[src/pkg/rmf_pkg.sv]
// Shared constants and types for the resolver I/O frame link
package rmf_pkg;
   localparam int IN_BYTES      = 8;
   localparam int OUT_BYTES     = 5;
   localparam int STB_BYTES     = 8;
   localparam int CNT_W         = 4;
   localparam logic [CNT_W-1:0] IN_LAST  = 4'h7;
   localparam logic [CNT_W-1:0] OUT_LAST = 4'h4;
   localparam logic [CNT_W-1:0] STB_LAST = 4'h7;
   localparam logic [5:0] STB_BIT_RST = 6'h00;
   // Command byte codes
   localparam logic [7:0] CMD_VEL      = 8'h00;
   localparam logic [7:0] CMD_PRE_ARM  = 8'h02;
   localparam logic [7:0] CMD_PRE_GO   = 8'h0d;
   localparam logic [7:0] CMD_SPAN     = 8'h10;
   localparam logic [7:0] CMD_RANGE    = 8'h11;
   localparam logic [7:0] CMD_PRESET   = 8'h13;
   localparam logic [7:0] CMD_SAVE_ARM = 8'h20;
   localparam logic [7:0] CMD_OFFSET   = 8'h33;
   localparam logic [7:0] CMD_TSTAMP   = 8'h68;
   localparam logic [7:0] CMD_RAWPOS   = 8'h69;
   localparam logic [7:0] CMD_SAVE_GO  = 8'hd0;
   // Connection kinds
   typedef enum logic [1:0] {
      RMF_CONN_POLL   = 2'h0,
      RMF_CONN_CYCLIC = 2'h1,
      RMF_CONN_STROBE = 2'h2
   } rmf_conn_e;
   // Reset values of the stored preset and command
   localparam logic [31:0] PRESET_RST = 32'h0000_0000;
   localparam logic [7:0]  CMD_RST    = 8'h00;
endpackage

[src/pkg/rmf_link_if.sv]
// Byte stream carrier between scanner end and resolver end
`timescale 1ns/1ps
interface rmf_link_if;
   import rmf_pkg::*;
   // Master to device bytes
   logic       m_valid;
   logic [7:0] m_data;
   logic       m_first;
   rmf_conn_e  m_kind;
   // Device to master bytes
   logic       d_valid;
   logic [7:0] d_data;
   logic       d_first;
   modport master (output m_valid, m_data, m_first, m_kind,
                   input  d_valid, d_data, d_first);
   modport device (input  m_valid, m_data, m_first, m_kind,
                   output d_valid, d_data, d_first);
endinterface

[src/core/rmf_device.sv]
// Resolver end: frame receive, command decode and input frame return
`timescale 1ns/1ps
module rmf_device
   import rmf_pkg::*;
(
   // Clock and reset
   input  wire logic        CORE_CLK,
   input  wire logic        ARST_N,
   // Link
   rmf_link_if.device       LINK,
   // Connection enables
   input  wire logic        POLL_EN,
   input  wire logic        CYCLIC_EN,
   input  wire logic        STROBE_EN,
   input  wire logic [5:0]  STROBE_BIT,
   // Measurement sources
   input  wire logic [31:0] POSITION,
   input  wire logic [31:0] VELOCITY,
   input  wire logic [31:0] SPAN_UNITS,
   input  wire logic [31:0] TOTAL_RANGE,
   input  wire logic [31:0] RAW_POSITION,
   input  wire logic [31:0] TIMESTAMP,
   // Stored state and actions
   output logic [31:0]      PRESET_VALUE,
   output logic [31:0]      POS_OFFSET,
   output logic             PRESET_LOAD,
   output logic             SAVE_REQ,
   output logic [7:0]       COMMAND
);
   typedef struct packed {
      // Receive assembly
      logic [CNT_W-1:0] cnt;
      logic [63:0]      rx;
      // Last accepted output frame and derived offset
      logic [7:0]       cmd;
      logic [31:0]      preset;
      logic [31:0]      offset;
      // Strap copy and one-cycle pulses
      logic [5:0]       sbit;
      logic             load;
      logic             save;
      logic             reply;
   } rmf_dev_s;
   rmf_dev_s st_ff, nxt_st;

   // Reply byte stream from the serialiser flops
   logic             d_valid_w;
   logic [7:0]       d_data_w;
   logic             d_first_w;
   logic [63:0]      reply_frame;
   logic [CNT_W-1:0] rx_last;

   // Second word multiplexer; unlisted codes fall back to velocity
   function automatic logic [31:0] sel_word(
      input logic [7:0] c
   );
      unique case (c)
         CMD_SPAN:   sel_word = SPAN_UNITS;
         CMD_RANGE:  sel_word = TOTAL_RANGE;
         CMD_PRESET: sel_word = st_ff.preset;
         CMD_OFFSET: sel_word = st_ff.offset;
         CMD_TSTAMP: sel_word = TIMESTAMP;
         CMD_RAWPOS: sel_word = RAW_POSITION;
         default:    sel_word = VELOCITY;
      endcase
   endfunction

   // Frame kinds this end listens to under the current enables
   function automatic logic kind_ok(input rmf_conn_e k);
      unique case (k)
         RMF_CONN_POLL:   kind_ok = POLL_EN;
         // Cyclic alongside poll carries no outputs; nothing to take
         RMF_CONN_CYCLIC: kind_ok = CYCLIC_EN && !POLL_EN;
         RMF_CONN_STROBE: kind_ok = STROBE_EN;
         // Any other code would be change of state, never offered
         default:         kind_ok = 1'b0;
      endcase
   endfunction

   // Byte slot of an incoming byte; a first flag restarts the count
   function automatic logic [CNT_W-1:0] slot_of(
      input logic             first_b,
      input logic [CNT_W-1:0] c
   );
      slot_of = first_b ? '0 : c;
   endfunction

   // Two-frame sequences: the arm code must be the previous accepted output frame
   function automatic logic seq_hit(
      input logic [7:0] prev,
      input logic [7:0] cur,
      input logic [7:0] arm,
      input logic [7:0] go
   );
      seq_hit = (prev == arm) && (cur == go);
   endfunction

   // Word pair of the reply, picked by the last command
   assign reply_frame = {sel_word(st_ff.cmd), POSITION};

   // Expected frame length; strobe frames are eight bytes, others five
   always_comb begin
      rx_last = OUT_LAST;
      if (LINK.m_kind == RMF_CONN_STROBE) begin
         rx_last = STB_LAST;
      end
   end

   // Bytes land by slot; the frame end acts on the whole frame
   always_comb begin
      logic [63:0]      full;
      logic [CNT_W-1:0] slot;
      full   = st_ff.rx;
      slot   = slot_of(LINK.m_first, st_ff.cnt);
      nxt_st = st_ff;
      nxt_st.load  = 1'b0;
      nxt_st.save  = 1'b0;
      nxt_st.reply = 1'b0;
      // Strap follows its pin; only a strobe frame end reads it
      nxt_st.sbit  = STROBE_BIT;
      if (LINK.m_valid && kind_ok(LINK.m_kind)) begin
         full[8*slot +: 8] = LINK.m_data;
         nxt_st.rx  = full;
         nxt_st.cnt = slot + 4'h1;
         if (slot == rx_last) begin
            if (LINK.m_kind == RMF_CONN_STROBE) begin
               // Strobe frames never touch command or preset
               nxt_st.reply = full[st_ff.sbit];
            end else begin
               nxt_st.preset = full[31:0];
               nxt_st.cmd    = full[39:32];
               nxt_st.reply  = 1'b1;
               // Offset is taken against the live position
               if (seq_hit(st_ff.cmd, full[39:32],
                           CMD_PRE_ARM, CMD_PRE_GO)) begin
                  nxt_st.offset = full[31:0] - POSITION;
                  nxt_st.load   = 1'b1;
               end
               // Only a request pulse; storage lives outside
               if (seq_hit(st_ff.cmd, full[39:32],
                           CMD_SAVE_ARM, CMD_SAVE_GO)) begin
                  nxt_st.save = 1'b1;
               end
            end
         end
      end
   end

   // Reset clears offset and assembly, leaves velocity selected, zero preset and strap bit 0
   always_ff @(posedge CORE_CLK or negedge ARST_N) begin
      if (!ARST_N) begin
         st_ff        <= '0;
         st_ff.cmd    <= CMD_RST;
         st_ff.preset <= PRESET_RST;
         st_ff.sbit   <= STB_BIT_RST;
      end else begin
         st_ff <= nxt_st;
      end
   end

   // A reply asked for while one is still going out is dropped;
   // the master gates scans only on its own send, so a five-byte scan issued as SCAN_BUSY falls gets no reply
   rmf_serial u_tx (
      .clk    (CORE_CLK),
      .arst_n (ARST_N),
      .start  (st_ff.reply),
      .frame  (reply_frame),
      .last   (IN_LAST),
      .busy   (),
      .valid  (d_valid_w),
      .data   (d_data_w),
      .first  (d_first_w)
   );

   // Link bytes straight from the serialiser flops
   assign LINK.d_valid = d_valid_w;
   assign LINK.d_data  = d_data_w;
   assign LINK.d_first = d_first_w;

   // Stored state and pulses straight from the state flops
   assign PRESET_VALUE = st_ff.preset;
   assign POS_OFFSET   = st_ff.offset;
   assign PRESET_LOAD  = st_ff.load;
   assign SAVE_REQ     = st_ff.save;
   assign COMMAND      = st_ff.cmd;
endmodule

[src/core/rmf_serial.sv]
// Byte serialiser shared by both ends: sends 5..8 bytes LSB first
`timescale 1ns/1ps
module rmf_serial
   import rmf_pkg::*;
(
   // Clock and reset
   input  wire logic             clk,
   input  wire logic             arst_n,
   // Frame to send
   input  wire logic             start,
   input  wire logic [63:0]      frame,
   input  wire logic [CNT_W-1:0] last,
   // Byte stream
   output logic                  busy,
   output logic                  valid,
   output logic [7:0]            data,
   output logic                  first
);
   typedef struct packed {
      logic             busy;
      logic [CNT_W-1:0] idx;
      logic [CNT_W-1:0] last;
      logic [63:0]      sh;
      logic             valid;
      logic [7:0]       data;
      logic             first;
   } rmf_ser_s;
   rmf_ser_s st_ff, nxt_st;

   always_comb begin
      nxt_st = st_ff;
      nxt_st.valid = 1'b0;
      nxt_st.first = 1'b0;
      if (!st_ff.busy && start) begin
         nxt_st.busy = 1'b1;
         nxt_st.idx  = '0;
         nxt_st.last = last;
         nxt_st.sh   = frame;
      end else if (st_ff.busy) begin
         nxt_st.valid = 1'b1;
         nxt_st.data  = st_ff.sh[7:0];
         nxt_st.first = (st_ff.idx == '0);
         nxt_st.sh    = {8'h00, st_ff.sh[63:8]};
         nxt_st.idx   = st_ff.idx + 4'h1;
         if (st_ff.idx == st_ff.last) begin
            nxt_st.busy = 1'b0;
         end
      end
   end

   always_ff @(posedge clk or negedge arst_n) begin
      if (!arst_n) begin
         st_ff <= '0;
      end else begin
         st_ff <= nxt_st;
      end
   end

   // Busy from the flop only, so a caller may gate start with it
   assign busy  = st_ff.busy;
   assign valid = st_ff.valid;
   assign data  = st_ff.data;
   assign first = st_ff.first;
endmodule

[src/flat_wrapper.sv]
// flat-port wrapper written by rule: the top's interface ports become plain ports
module rmf_device_flat import rmf_pkg::*;
  (CORE_CLK, ARST_N, POLL_EN, CYCLIC_EN, STROBE_EN, STROBE_BIT, POSITION, VELOCITY, SPAN_UNITS, TOTAL_RANGE, RAW_POSITION, TIMESTAMP, PRESET_VALUE, POS_OFFSET, PRESET_LOAD, SAVE_REQ, COMMAND, LINK_m_valid, LINK_m_data, LINK_m_first, LINK_m_kind, LINK_d_valid, LINK_d_data, LINK_d_first);
  rmf_link_if LINK_i ();
  input  wire logic CORE_CLK;
  input  wire logic ARST_N;
  input  wire logic POLL_EN;
  input  wire logic CYCLIC_EN;
  input  wire logic STROBE_EN;
  input  wire logic [5:0] STROBE_BIT;
  input  wire logic [31:0] POSITION;
  input  wire logic [31:0] VELOCITY;
  input  wire logic [31:0] SPAN_UNITS;
  input  wire logic [31:0] TOTAL_RANGE;
  input  wire logic [31:0] RAW_POSITION;
  input  wire logic [31:0] TIMESTAMP;
  output logic [31:0] PRESET_VALUE;
  output logic [31:0] POS_OFFSET;
  output logic PRESET_LOAD;
  output logic SAVE_REQ;
  output logic [7:0] COMMAND;
  input wire logic [$bits(LINK_i.m_valid)-1:0] LINK_m_valid;
  input wire logic [$bits(LINK_i.m_data)-1:0] LINK_m_data;
  input wire logic [$bits(LINK_i.m_first)-1:0] LINK_m_first;
  input wire logic [$bits(LINK_i.m_kind)-1:0] LINK_m_kind;
  output wire logic [$bits(LINK_i.d_valid)-1:0] LINK_d_valid;
  output wire logic [$bits(LINK_i.d_data)-1:0] LINK_d_data;
  output wire logic [$bits(LINK_i.d_first)-1:0] LINK_d_first;
  assign LINK_i.m_valid = LINK_m_valid;
  assign LINK_i.m_data = LINK_m_data;
  assign LINK_i.m_first = LINK_m_first;
  assign LINK_i.m_kind = LINK_m_kind;
  assign LINK_d_valid = LINK_i.d_valid;
  assign LINK_d_data = LINK_i.d_data;
  assign LINK_d_first = LINK_i.d_first;
  rmf_device u_core (.CORE_CLK(CORE_CLK), .ARST_N(ARST_N), .LINK(LINK_i), .POLL_EN(POLL_EN), .CYCLIC_EN(CYCLIC_EN), .STROBE_EN(STROBE_EN), .STROBE_BIT(STROBE_BIT), .POSITION(POSITION), .VELOCITY(VELOCITY), .SPAN_UNITS(SPAN_UNITS), .TOTAL_RANGE(TOTAL_RANGE), .RAW_POSITION(RAW_POSITION), .TIMESTAMP(TIMESTAMP), .PRESET_VALUE(PRESET_VALUE), .POS_OFFSET(POS_OFFSET), .PRESET_LOAD(PRESET_LOAD), .SAVE_REQ(SAVE_REQ), .COMMAND(COMMAND));
endmodule
[config.mk]
export PLATFORM = sky130hd
export DESIGN_NAME = rmf_device_flat
export DESIGN_NICKNAME = d
export VERILOG_FILES = /design/src/pkg/rmf_pkg.sv /design/src/pkg/rmf_link_if.sv /design/src/core/rmf_device.sv /design/src/core/rmf_serial.sv /design/src/flat_wrapper.sv
export SDC_FILE = /design/constraint.sdc
export NUM_CORES = 1
export LEC_CHECK = 0
export ABC_AREA = 0
export BUFFER_PORTS_ARGS = -buffer_cell sky130_fd_sc_hd__buf_2
export CORE_ASPECT_RATIO = 0.8
export CORE_MARGIN = 8
export CORE_UTILIZATION = 60
export DETAILED_ROUTE_END_ITERATION = 16
export PLACE_DENSITY = 0.83
export SLEW_MARGIN = 20
export SYNTH_ARGS = -nofsm -noshare
export SYNTH_HDL_FRONTEND = slang
export SYNTH_SLANG_ARGS = --single-unit
[constraint.sdc]
create_clock -name CORE_CLK -period 8.5 [get_ports CORE_CLK]
set_input_delay 0.85 -clock CORE_CLK [delete_from_list [all_inputs] [get_ports CORE_CLK]]
set_output_delay 0.85 -clock CORE_CLK [all_outputs]
set_load 0.02 [all_outputs]
==> results.cfg, run 1 <==
[synth]
synth_ff_type = dfrtp_1
synth_commonest_cells = nand2_1 (239), dfrtp_1 (229), o21ai_0 (182)
synth_nets = 1833
synth_edf_count = 0
ys_types = 75
syn_area_sq_um = 14300
yosys.area.top_type = dfrtp_1
synthTopCellsByArea = dfrtp_1 (40%), o21ai_0 (6.4%), nand2_1 (6.3%), mux2i_1 (6.1%), buf_4 (4.4%)
avgSynthCellArea_sq_um = 9.01
synth_most_common_cell = nand2_1
synth-seq-area-share = 0.402
yosys_register_bits = 229
synth.top_cell.area_share = 0.402
synthArstFlopShare = 1.00
yosys_warnings = 0
synth_cells = 1581

[floorplan]
num_rows = 50
core_sq_um = 23300
die_x_um = 188
die_area_sq_um = 29000
die_y_um = 154
start_util = 0.611
num_io_pins = 299

[sta]
maxSlewViolCount = 0
relSlewSlack = 0.297
rsz0062_at_grt = no
finalSetupViolCount = 0
fmax_mhz = 192
setup_tns_ps = 0
whs_ps = 366
period_needed_ps = 5200
hold_viol = 0
period_share = 0.612
skew_ps = 24.5
tightest_slew_ps = 1050

[min_path]
hold_class = in -> async

[clock_tree]
cts_root_buffer = clkbuf_16
htreeDepth = 1
post_cts_buffers = 0
tritoncts = yes
clock_sinks = 229
clockBufferDepth = 3
cts_buffers = 25
worstSkewPairLatency_ps = 540
clk_pin_slew_ps = 60
cts_hold_buf = 0
post_cts_resized = 0

[setup_path]
critPathLaunchType = input pin
critPathKind = in -> reg
crit_chain = buf_2 -> nand2b_1 -> ha_1 -> o2111ai_1 -> mux2i_1 -> ha_1 -> fa_1 -> nand2b_1 -> a21oi_1 -> nor2_1 -> o41ai_1 -> o21ai_0 -> a311oi_1 -> o32ai_1 -> xor2_1 -> o21ai_1
crit_family = compound AO/OA/AOI/OAI gates
cp_slowest_cell = o2111ai_1
crit_fanout = 16
cp.arrival_ps = 5630
critPathMaxStageDelay_ps = 580
path_buf_inv = 1
end_kind = register
crit_required_ps = 8930

[cells_and_area]
drive_gt1_frac = 0.254
post-route-util = 0.690
syn_to_final_growth_pct = 13.0
final_nets = 1985

[flow_run]
max_cap_viol_count = 0

[run_status]
status = finished clean

[grt]
grt_max_degree = 115
use_met2 = 0.503
use_met3 = 0.0787
antenna_found_initial = 5
grt_use_total = 0.323
gr-total-overflow = 0
grt-busiest-layer = met2
grt_pass1_vias = 12700
grt_pass1_wl_um = 74100
met1_usage = 0.433

[routing]
drcViolationCount = 0
dr.pass1.iters = 6
vias = 13000
via_per_inst = 6.31
drtIter0Drc = 1718
ant_nets = 0
wl_per_cell_um = 23.6
drt_wl_total_um = 48700

[pwr]
powerDensity_nw_per_um2 = 237
ir_worst_vdd_mv = 0.178
power_leakage_nw = 7.64

[placed_design]
place_congestion = 0.943
place.port_buffers = 298
dp_hpwl_um = 36200
[state kept, by name (all words and copies together) (netlist names)]
register and flops:
u_core.u_tx.valid 1, u_core.u_tx.st_ff 69, u_core.u_tx.first 1, u_core.COMMAND 8
u_core.POS_OFFSET 32, u_core.PRESET_VALUE 32, u_core.u_tx.data 8, u_core.u_tx.busy 1
u_core.st_ff 75, u_core.SAVE_REQ 1, u_core.PRESET_LOAD 1
[area by class of cell]
| type | count | area (sq um) |
|---|---|---|
| fill | 1873 | 7240 |
| multi-input combinational | 1082 | 7210 |
| sequential | 229 | 5740 |
| timing repair buffer | 314 | 1620 |
| clock buffer | 37 | 761 |
| tap | 312 | 390 |
| inverter | 81 | 307 |
| clock inverter | 7 | 65.1 |
| antenna | 4 | 10.0 |
[power by group]
part	total, W	switching [W]	internal, W
clock	0.00109	0.000449	0.000646
combinational	0.00120	0.000696	0.000503
sequential	0.00153	0.000176	0.00135
total	0.00382	0.00132	0.00250
[worst paths after layout]
path	from	to	slack [ps]	depth (start not counted)
setup reg to reg	u_core.st_ff[147]$_DFFE_PN0P_	u_core.POS_OFFSET[30]$_DFFE_PN0P_	3310	18
hold reg to reg	u_core.st_ff[105]$_DFFE_PN0P_	u_core.st_ff[105]$_DFFE_PN0P_	480	2
setup / recovery	LINK_m_first	u_core.POS_OFFSET[30]$_DFFE_PN0P_	3300	16
min in group CORE_CLK	STROBE_BIT[0]	u_core.st_ff[3]$_DFF_PN0_	420	1
hold / removal	ARST_N	u_core.u_tx.st_ff[23]$_DFFE_PN0P_	370	1
max in group asynchronous	ARST_N	u_core.st_ff[0]$_DFF_PN0_	6740	2
[cells in the final DEF, fill, tap and decap left out, drive strengths merged, types with 16 or more instances in the layout]
master / n
buf: 314
nand2: 239
dfrtp: 229
o21ai: 210
mux2i: 87
inv: 81
nor2: 75
mux2: 46
a22oi: 43
a21oi: 41
clkbuf: 37
ha: 36
a31oi: 33
mux4: 21
nand3: 21
nor3: 21
nand4: 19
xnor2: 16
a22o: 16
[routing by layer]
| metal | routed length (um) | vias to the layer above |
|---|---|---|
| met3 | 5700 | 119 |
| met5 | 9 | - |
| met2 | 22000 | 860 |
| met4 | 1750 | 2 |
| li1 | - | 5857 |
| met1 | 19200 | 6204 |
[cell families (layout without fill, tap and decap cells)]
kind of cell,Yosys count,after routing,share of synthesized area
buf+inv,270,439,0.0945
simple gates,431,431,0.133
flops,229,229,0.402
other cells,0,4,0
mux,154,154,0.131
compound gates,431,431,0.188
fa+ha+maj,37,37,0.0330
xor+xnor,29,29,0.0183
[per-stage QoR]
stage / area (sq um) / power [W] / cells / worst slack [ps]
3_3_place_gp: 15300 / 0.00264 / 2018 / 3160
2_1_floorplan: 14300 / 0.00235 / 1581 / 3730
5_1_grt: 16100 / 0.00401 / 2066 / 2990
4_1_cts: 16100 / 0.00380 / 2062 / 3370
6_report: 16100 / 0.00382 / 2066 / 3300
3_5_place_dp: 15300 / 0.00270 / 2018 / 2900
No activity file was read; power rests on OpenSTA's default activity.
==> run 2, diff against run 1 <==
--- a/config.mk
+++ b/config.mk
@@ -9,9 +9,9 @@
 export BUFFER_PORTS_ARGS = -buffer_cell sky130_fd_sc_hd__buf_2
 export CORE_ASPECT_RATIO = 0.8
 export CORE_MARGIN = 8
-export CORE_UTILIZATION = 60
+export CORE_UTILIZATION = 51
 export DETAILED_ROUTE_END_ITERATION = 16
-export PLACE_DENSITY = 0.83
+export PLACE_DENSITY = 0.75
 export SLEW_MARGIN = 20
 export SYNTH_ARGS = -nofsm -noshare
 export SYNTH_HDL_FRONTEND = slang
==> constraint.sdc (replaced) <==
create_clock -name CORE_CLK -period 4.3 [get_ports CORE_CLK]
set_input_delay 0.43 -clock CORE_CLK [delete_from_list [all_inputs] [get_ports CORE_CLK]]
set_output_delay 0.43 -clock CORE_CLK [all_outputs]
set_load 0.02 [all_outputs]
==> run 2 against run 1 <==
Global-route usage shrank 2.3 points. Wire length grew 8.0%. Non-clock buffer count grew 114. Combinational power grew 140%. Core utilization shrank 5.9 points. Critical path type is now reg -> reg. Sequential share of layout area shrank 2.4 points. Clock power grew 110%. Sequential cell count is the same. Count of clock-buffer cells in the layout shrank 5. Critical endpoint unchanged. Sequential power grew 97%. Power grew 110%. Highest routed layer unchanged.
==> results.cfg, run 2 (synthesis gave the netlist of run 1 again) <==
[run_status]
status = finished clean

[sta]
period_needed_ps = 4170
finalSetupViolCount = 0
maxSlewViolCount = 0
relSlewSlack = 0.309
tightest_slew_ps = 1030
hold_viol = 0
period_share = 0.969
fmax_mhz = 240
skew_ps = 14.4

[clock_tree]
cts_root_buffer = clkbuf_16
tritoncts = yes
cts_buffers = 25
clock_sinks = 229
worstSkewPairLatency_ps = 530
clk_pin_slew_ps = 60
clockBufferDepth = 3
htreeDepth = 1

[grt]
grt_max_degree = 103
antenna_found_initial = 4
grt_pass1_wl_um = 78000
gr-total-overflow = 0
grt_pass1_vias = 12900
grt_use_total = 0.301

[floorplan]
die_y_um = 166
die_x_um = 203
num_io_pins = 299
core_sq_um = 27400
die_area_sq_um = 33600
start_util = 0.521
num_rows = 54

[setup_path]
rr_endpoint = u_core.POS_OFFSET[30]$_DFFE_PN0P_
rr_worst_depth = 20
reg2reg_slack_ps = 130
cp.arrival_ps = 4530
critPathKind = reg -> reg
critPathLaunchType = register
end_kind = register
r2r_start = u_core.st_ff[146]$_DFFE_PN0P_
crit_fanout = 7
crit_required_ps = 4670

[flow_run]
max_cap_viol_count = 0

[routing]
drtIter0Drc = 1346
vias = 13400
wl_met3_um = 5330
highest_layer = met5
ant_nets = 0
wl_per_cell_um = 23.6
dr.pass1.iters = 8
drcViolationCount = 0
via_per_inst = 6.03
wl_met2_um = 23300
drt_wl_total_um = 52500
wl_met1_um = 22400

[cells_and_area]
layout_common_cells = buf_2 (297), nand2_1 (237), dfrtp_1 (226), o21ai_0 (180), buf_4 (125)
final_nets = 2099
top_register = u_core.st_ff
drive_gt1_frac = 0.311
syn_to_final_growth_pct = 21.2
final_cell_area_sq_um = 17300
layout_commonest_cell = buf_2
multiInputGateArea_sq_um = 7370
largest_reg_flops = 75
n_fill_cell = 2389
largestRegisters = u_core.st_ff (75), u_core.u_tx.st_ff (69)
register_area_sq_um = 5740

[pwr]
power_leakage_nw = 8.24
ir_worst_vdd_mv = 0.320
powerDensity_nw_per_um2 = 474
p_total_w = 0.00819

[placed_design]
place.port_buffers = 298
place_congestion = 0.930
placed_area_sq_um = 16200
dp_hpwl_um = 40600

[min_path]
worstHoldEndpoint = u_core.st_ff[5]$_DFF_PN0_
min-delay-start = STROBE_BIT[2]
hold_class = in -> reg
min_path_cells = 1
==> run 2: cell count changes in the layout (fill, tap and decap cells not counted), moves of 2 or more <==
| cell | before | now |
|---|---|---|
| a21oi_1 | 40 | 35 |
| buf_4 | 16 | 125 |
| a21oi_2 | 1 | 5 |
| diode_2 | 4 | 2 |
| nor3_1 | 20 | 18 |
| mux2i_1 | 87 | 84 |
| mux2i_2 | 0 | 2 |
| nor3_2 | 1 | 3 |
| o21ai_0 | 182 | 180 |
| clkbuf_8 | 9 | 4 |
| buf_12 | 0 | 3 |
| bufinv_16 | 1 | 5 |
| clkinv_4 | 0 | 2 |
==> run 2: how the worst max path moves through the flow <==
stage | end | startpoint | depth (start not counted) | slack (ps)
2_1_floorplan | u_core.POS_OFFSET[30]$_DFFE_PN0P_ | LINK_m_first | 20 | 30
3_3_place_gp | u_core.POS_OFFSET[30]$_DFFE_PN0P_ | LINK_m_first | 18 | -140
3_5_place_dp | u_core.POS_OFFSET[30]$_DFFE_PN0P_ | LINK_m_first | 18 | -270
4_1_cts | u_core.POS_OFFSET[31]$_DFFE_PN0P_ | u_core.st_ff[146]$_DFFE_PN0P_ | 18 | 10
5_1_grt | u_core.POS_OFFSET[30]$_DFFE_PN0P_ | u_core.st_ff[146]$_DFFE_PN0P_ | 20 | -120
6_report | u_core.POS_OFFSET[30]$_DFFE_PN0P_ | u_core.st_ff[146]$_DFFE_PN0P_ | 20 | 130
==> run 2: area by class of cell <==
class | instances | area share
multi-input cells | 1082 | 0.426
inverters | 81 | 0.0177
diodes | 2 | 0.000290
clock buffers | 32 | 0.0401
well taps | 364 | 0.0264
flip-flops and latches | 229 | 0.332
clock inverters | 11 | 0.0110
repair buffers | 428 | 0.146
==> run 2: metrics by stage <==
step | setup TNS (ps) | hold WS, ps | worst slack, ps | cells | util
finish | 0 | 21.4 | 132 | 2229 | 0.631
CTS | 0 | 4.38 | 9.99 | 2223 | 0.624
global route | -271 | 7.22 | -122 | 2228 | 0.631
detailed placement | -1470 | 432 | -269 | 2179 | 0.591
floorplan | 0 | 134 | 33.8 | 1581 | -
global placement | -515 | 425 | -142 | 2179 | 0.591
==> run 2: metal layers <==
layer  vias up  GRT usage
met3        92     0.0618
li1       6072          -
met4         4     0.0859
met1      6537      0.419
met2       732      0.470
met5         -          0
==> run 2: what timing repair did <==
item,CTS,global route
setup endpoints to repair,2,13
setup buffers,0,4
pin swaps,0,8
hold buffers,1,0
gates resized for setup,2,29
hold endpoints to repair,70,0
gates cloned,0,0
==> run 2: worst max-delay path: stages, from the launching register on <==
cell	delay (ps)
dfrtp_1	340
buf_4	140
nand2b_1	80
ha_1	220
xnor2_1	220
nand2_1	120
nor2_4	180
buf_12	150
buf_4	110
mux2i_1	210
inv_1	90
ha_1	400
and2_1	200
nand2_1	110
o41ai_2	520
o21ai_2	140
a311oi_2	280
buf_4	170
o32ai_2	80
xor2_1	170
o21ai_1	70
==> run 2: where the power goes <==
group | internal [W] | switching, W
Clock | 0.00143 | 0.000912
Combinational | 0.00133 | 0.00151
Sequential | 0.00267 | 0.000339
==> run 3, diff against run 2 <==
--- a/config.mk
+++ b/config.mk
@@ -9,9 +9,10 @@
 export BUFFER_PORTS_ARGS = -buffer_cell sky130_fd_sc_hd__buf_2
 export CORE_ASPECT_RATIO = 0.8
 export CORE_MARGIN = 8
-export CORE_UTILIZATION = 51
+export CORE_UTILIZATION = 56
 export DETAILED_ROUTE_END_ITERATION = 16
-export PLACE_DENSITY = 0.75
+export GPL_TIMING_DRIVEN = 0
+export PLACE_DENSITY = 0.78
 export SLEW_MARGIN = 20
 export SYNTH_ARGS = -nofsm -noshare
 export SYNTH_HDL_FRONTEND = slang
==> constraint.sdc (replaced) <==
create_clock -name CORE_CLK -period 4.5 [get_ports CORE_CLK]
set_input_delay 0.45 -clock CORE_CLK [delete_from_list [all_inputs] [get_ports CORE_CLK]]
set_output_delay 0.45 -clock CORE_CLK [all_outputs]
set_load 0.02 [all_outputs]
==> run 3 against run 2 <==
Die area shrank 8.2%. Core utilization grew 7.1 points. Combinational power shrank 7.4%. Critical path depth shrank 1. Highest routed layer unchanged.
==> results.cfg, run 3 (synthesis gave the netlist of run 1 again) <==
[cells_and_area]
syn_to_final_growth_pct = 24.1
layout_commonest_cell = buf_2
drive_gt1_frac = 0.307
final_cell_area_sq_um = 17700
final_cells = 2271
final_nets = 2182
top_register = u_core.st_ff
n_fill_cell = 1978
num_antenna_cells = 0
post-route-util = 0.703
layout_common_cells = buf_2 (303), nand2_1 (237), dfrtp_1 (227), o21ai_0 (178), buf_4 (105)
largestRegisters = u_core.st_ff (75), u_core.u_tx.st_ff (69)
largest_reg_flops = 75

[grt]
antenna_found_initial = 2
met1_usage = 0.450
grt-busiest-layer = met2
grt_pass1_vias = 13600
gr-total-overflow = 0
grt_pass1_wl_um = 81200
grt_use_total = 0.341
use_met2 = 0.546
use_met3 = 0.0790
grt_max_degree = 91

[setup_path]
end_kind = register
critPathKind = reg -> reg
cp_slowest_cell = o41ai_2
path_buf_inv = 3
crit_required_ps = 4890
crit_chain = buf_6 -> nor3_1 -> or2_2 -> ha_4 -> nor2_2 -> o2111ai_4 -> buf_4 -> mux2i_2 -> inv_1 -> ha_1 -> nand3_1 -> a21oi_2 -> nor2_1 -> o41ai_2 -> o21ai_2 -> a311oi_2 -> o32ai_2 -> xor2_1 -> o21ai_1
critPathMaxStageDelay_ps = 390
crit_family = compound AO/OA/AOI/OAI gates
cp.arrival_ps = 4850
critPathLaunchType = register
crit_fanout = 8

[sta]
final.setup.worst_slack_ps = 37.5
hold_viol = 0
rsz0062_at_grt = yes
period_share = 0.992
skew_ps = 11.0
period_needed_ps = 4460
whs_ps = 24.8
relSlewSlack = 0.304
fmax_mhz = 224
maxSlewViolCount = 0
finalSetupViolCount = 0
tightest_slew_ps = 1040

[placed_design]
placed_cells = 2203
placed_area_sq_um = 16200
place.port_buffers = 295
place_congestion = 0.976
dp_hpwl_um = 42100
pre_cts_ws_ps = -1070

[flow_run]
max_cap_viol_count = 0

[clock_tree]
worstSkewPairLatency_ps = 530
tritoncts = yes
clock_sinks = 229
htreeDepth = 1
clockBufferDepth = 3
cts_buffers = 25
cts_root_buffer = clkbuf_16
clk_pin_slew_ps = 60

[pwr]
power_leakage_nw = 8.32
powerDensity_nw_per_um2 = 430
ir_worst_vdd_mv = 0.261

[routing]
dr.pass1.iters = 7
drt_wl_total_um = 54800
vias = 14100
drtIter0Drc = 1789
ant_nets = 0
drcViolationCount = 0
wl_per_cell_um = 24.1
via_per_inst = 6.21

[floorplan]
num_rows = 52
core_sq_um = 25200
die_x_um = 194
num_io_pins = 299
die_area_sq_um = 30800
die_y_um = 159
start_util = 0.566

[min_path]
hold_class = in -> reg

[run_status]
status = finished clean
run 3: cell type report:
type                       instances  area, sq um  share of cell area
tap                              324          405              0.0229
inverter                          81          307              0.0173
sequential                       229         5730               0.324
clock buffer                      38          744              0.0421
buffer                           188         1060              0.0598
timing repair buffer             323         1770              0.0999
multi-input combinational       1082         7610               0.430
clock inverter                     6         67.6             0.00382
run 3: final timing paths:
| kind | slack, ps | end | start | cells past startpoint |
|---|---|---|---|---|
| min | 20 | u_core.st_ff[8]$_DFF_PN0_ | STROBE_BIT[5] | 1 |
| min reg2reg | 470 | u_core.u_tx.st_ff[20]$_DFFE_PN0P_ | u_core.u_tx.st_ff[28]$_DFFE_PN0P_ | 2 |
| max | 40 | u_core.POS_OFFSET[30]$_DFFE_PN0P_ | u_core.st_ff[147]$_DFFE_PN0P_ | 19 |
| min in group asynchronous | 490 | u_core.st_ff[122]$_DFFE_PN0P_ | ARST_N | 2 |
| max reg2reg | 40 | u_core.POS_OFFSET[30]$_DFFE_PN0P_ | u_core.st_ff[147]$_DFFE_PN0P_ | 19 |
| max in group asynchronous | 3160 | u_core.u_tx.st_ff[28]$_DFFE_PN0P_ | ARST_N | 3 |
run 3: worst reg2reg max path: cells and delay by family, from the launching register on:
kind | cells | cell delay, ps
AND/OR/NAND/NOR | 5 | 740
buffers and inverters | 3 | 470
adder cells (fa/ha/maj) | 2 | 590
XOR/XNOR | 1 | 160
multiplexers | 1 | 380
AO/OA/AOI/OAI | 7 | 1620
flip-flops | 1 | 370
run 3: repair_timing:
| item | CTS | global route |
|---|---|---|
| buffers inserted | 6 | 17 |
| pin swaps | 5 | 11 |
| resized for setup | 32 | 62 |
| hold endpoints to repair | 63 | 0 |
| hold buffers | 1 | 0 |
| cloned | 0 | 1 |
| setup endpoints to repair | 20 | 18 |
run 3: metrics by stage:
stage	total power, W	TNS (ps)
6_report	0.00761	0
3_5_place_dp	0.00520	-12680
5_1_grt	0.00794	-417
4_1_cts	0.00735	0
2_1_floorplan	0.00443	0
3_3_place_gp	0.00510	-240040
run 3: report_power, final:
part / switching (W) / internal, W
Combinational: 0.00149 / 0.00114
Sequential: 0.000350 / 0.00255
Clock: 0.000877 / 0.00120
Total: 0.00272 / 0.00489
run 3: per-layer routing:
metal | part of all wire | wire length (um)
met5 | 0.00049 | 27
met1 | 0.40 | 21700
met2 | 0.45 | 24800
met3 | 0.11 | 6100
met4 | 0.039 | 2110
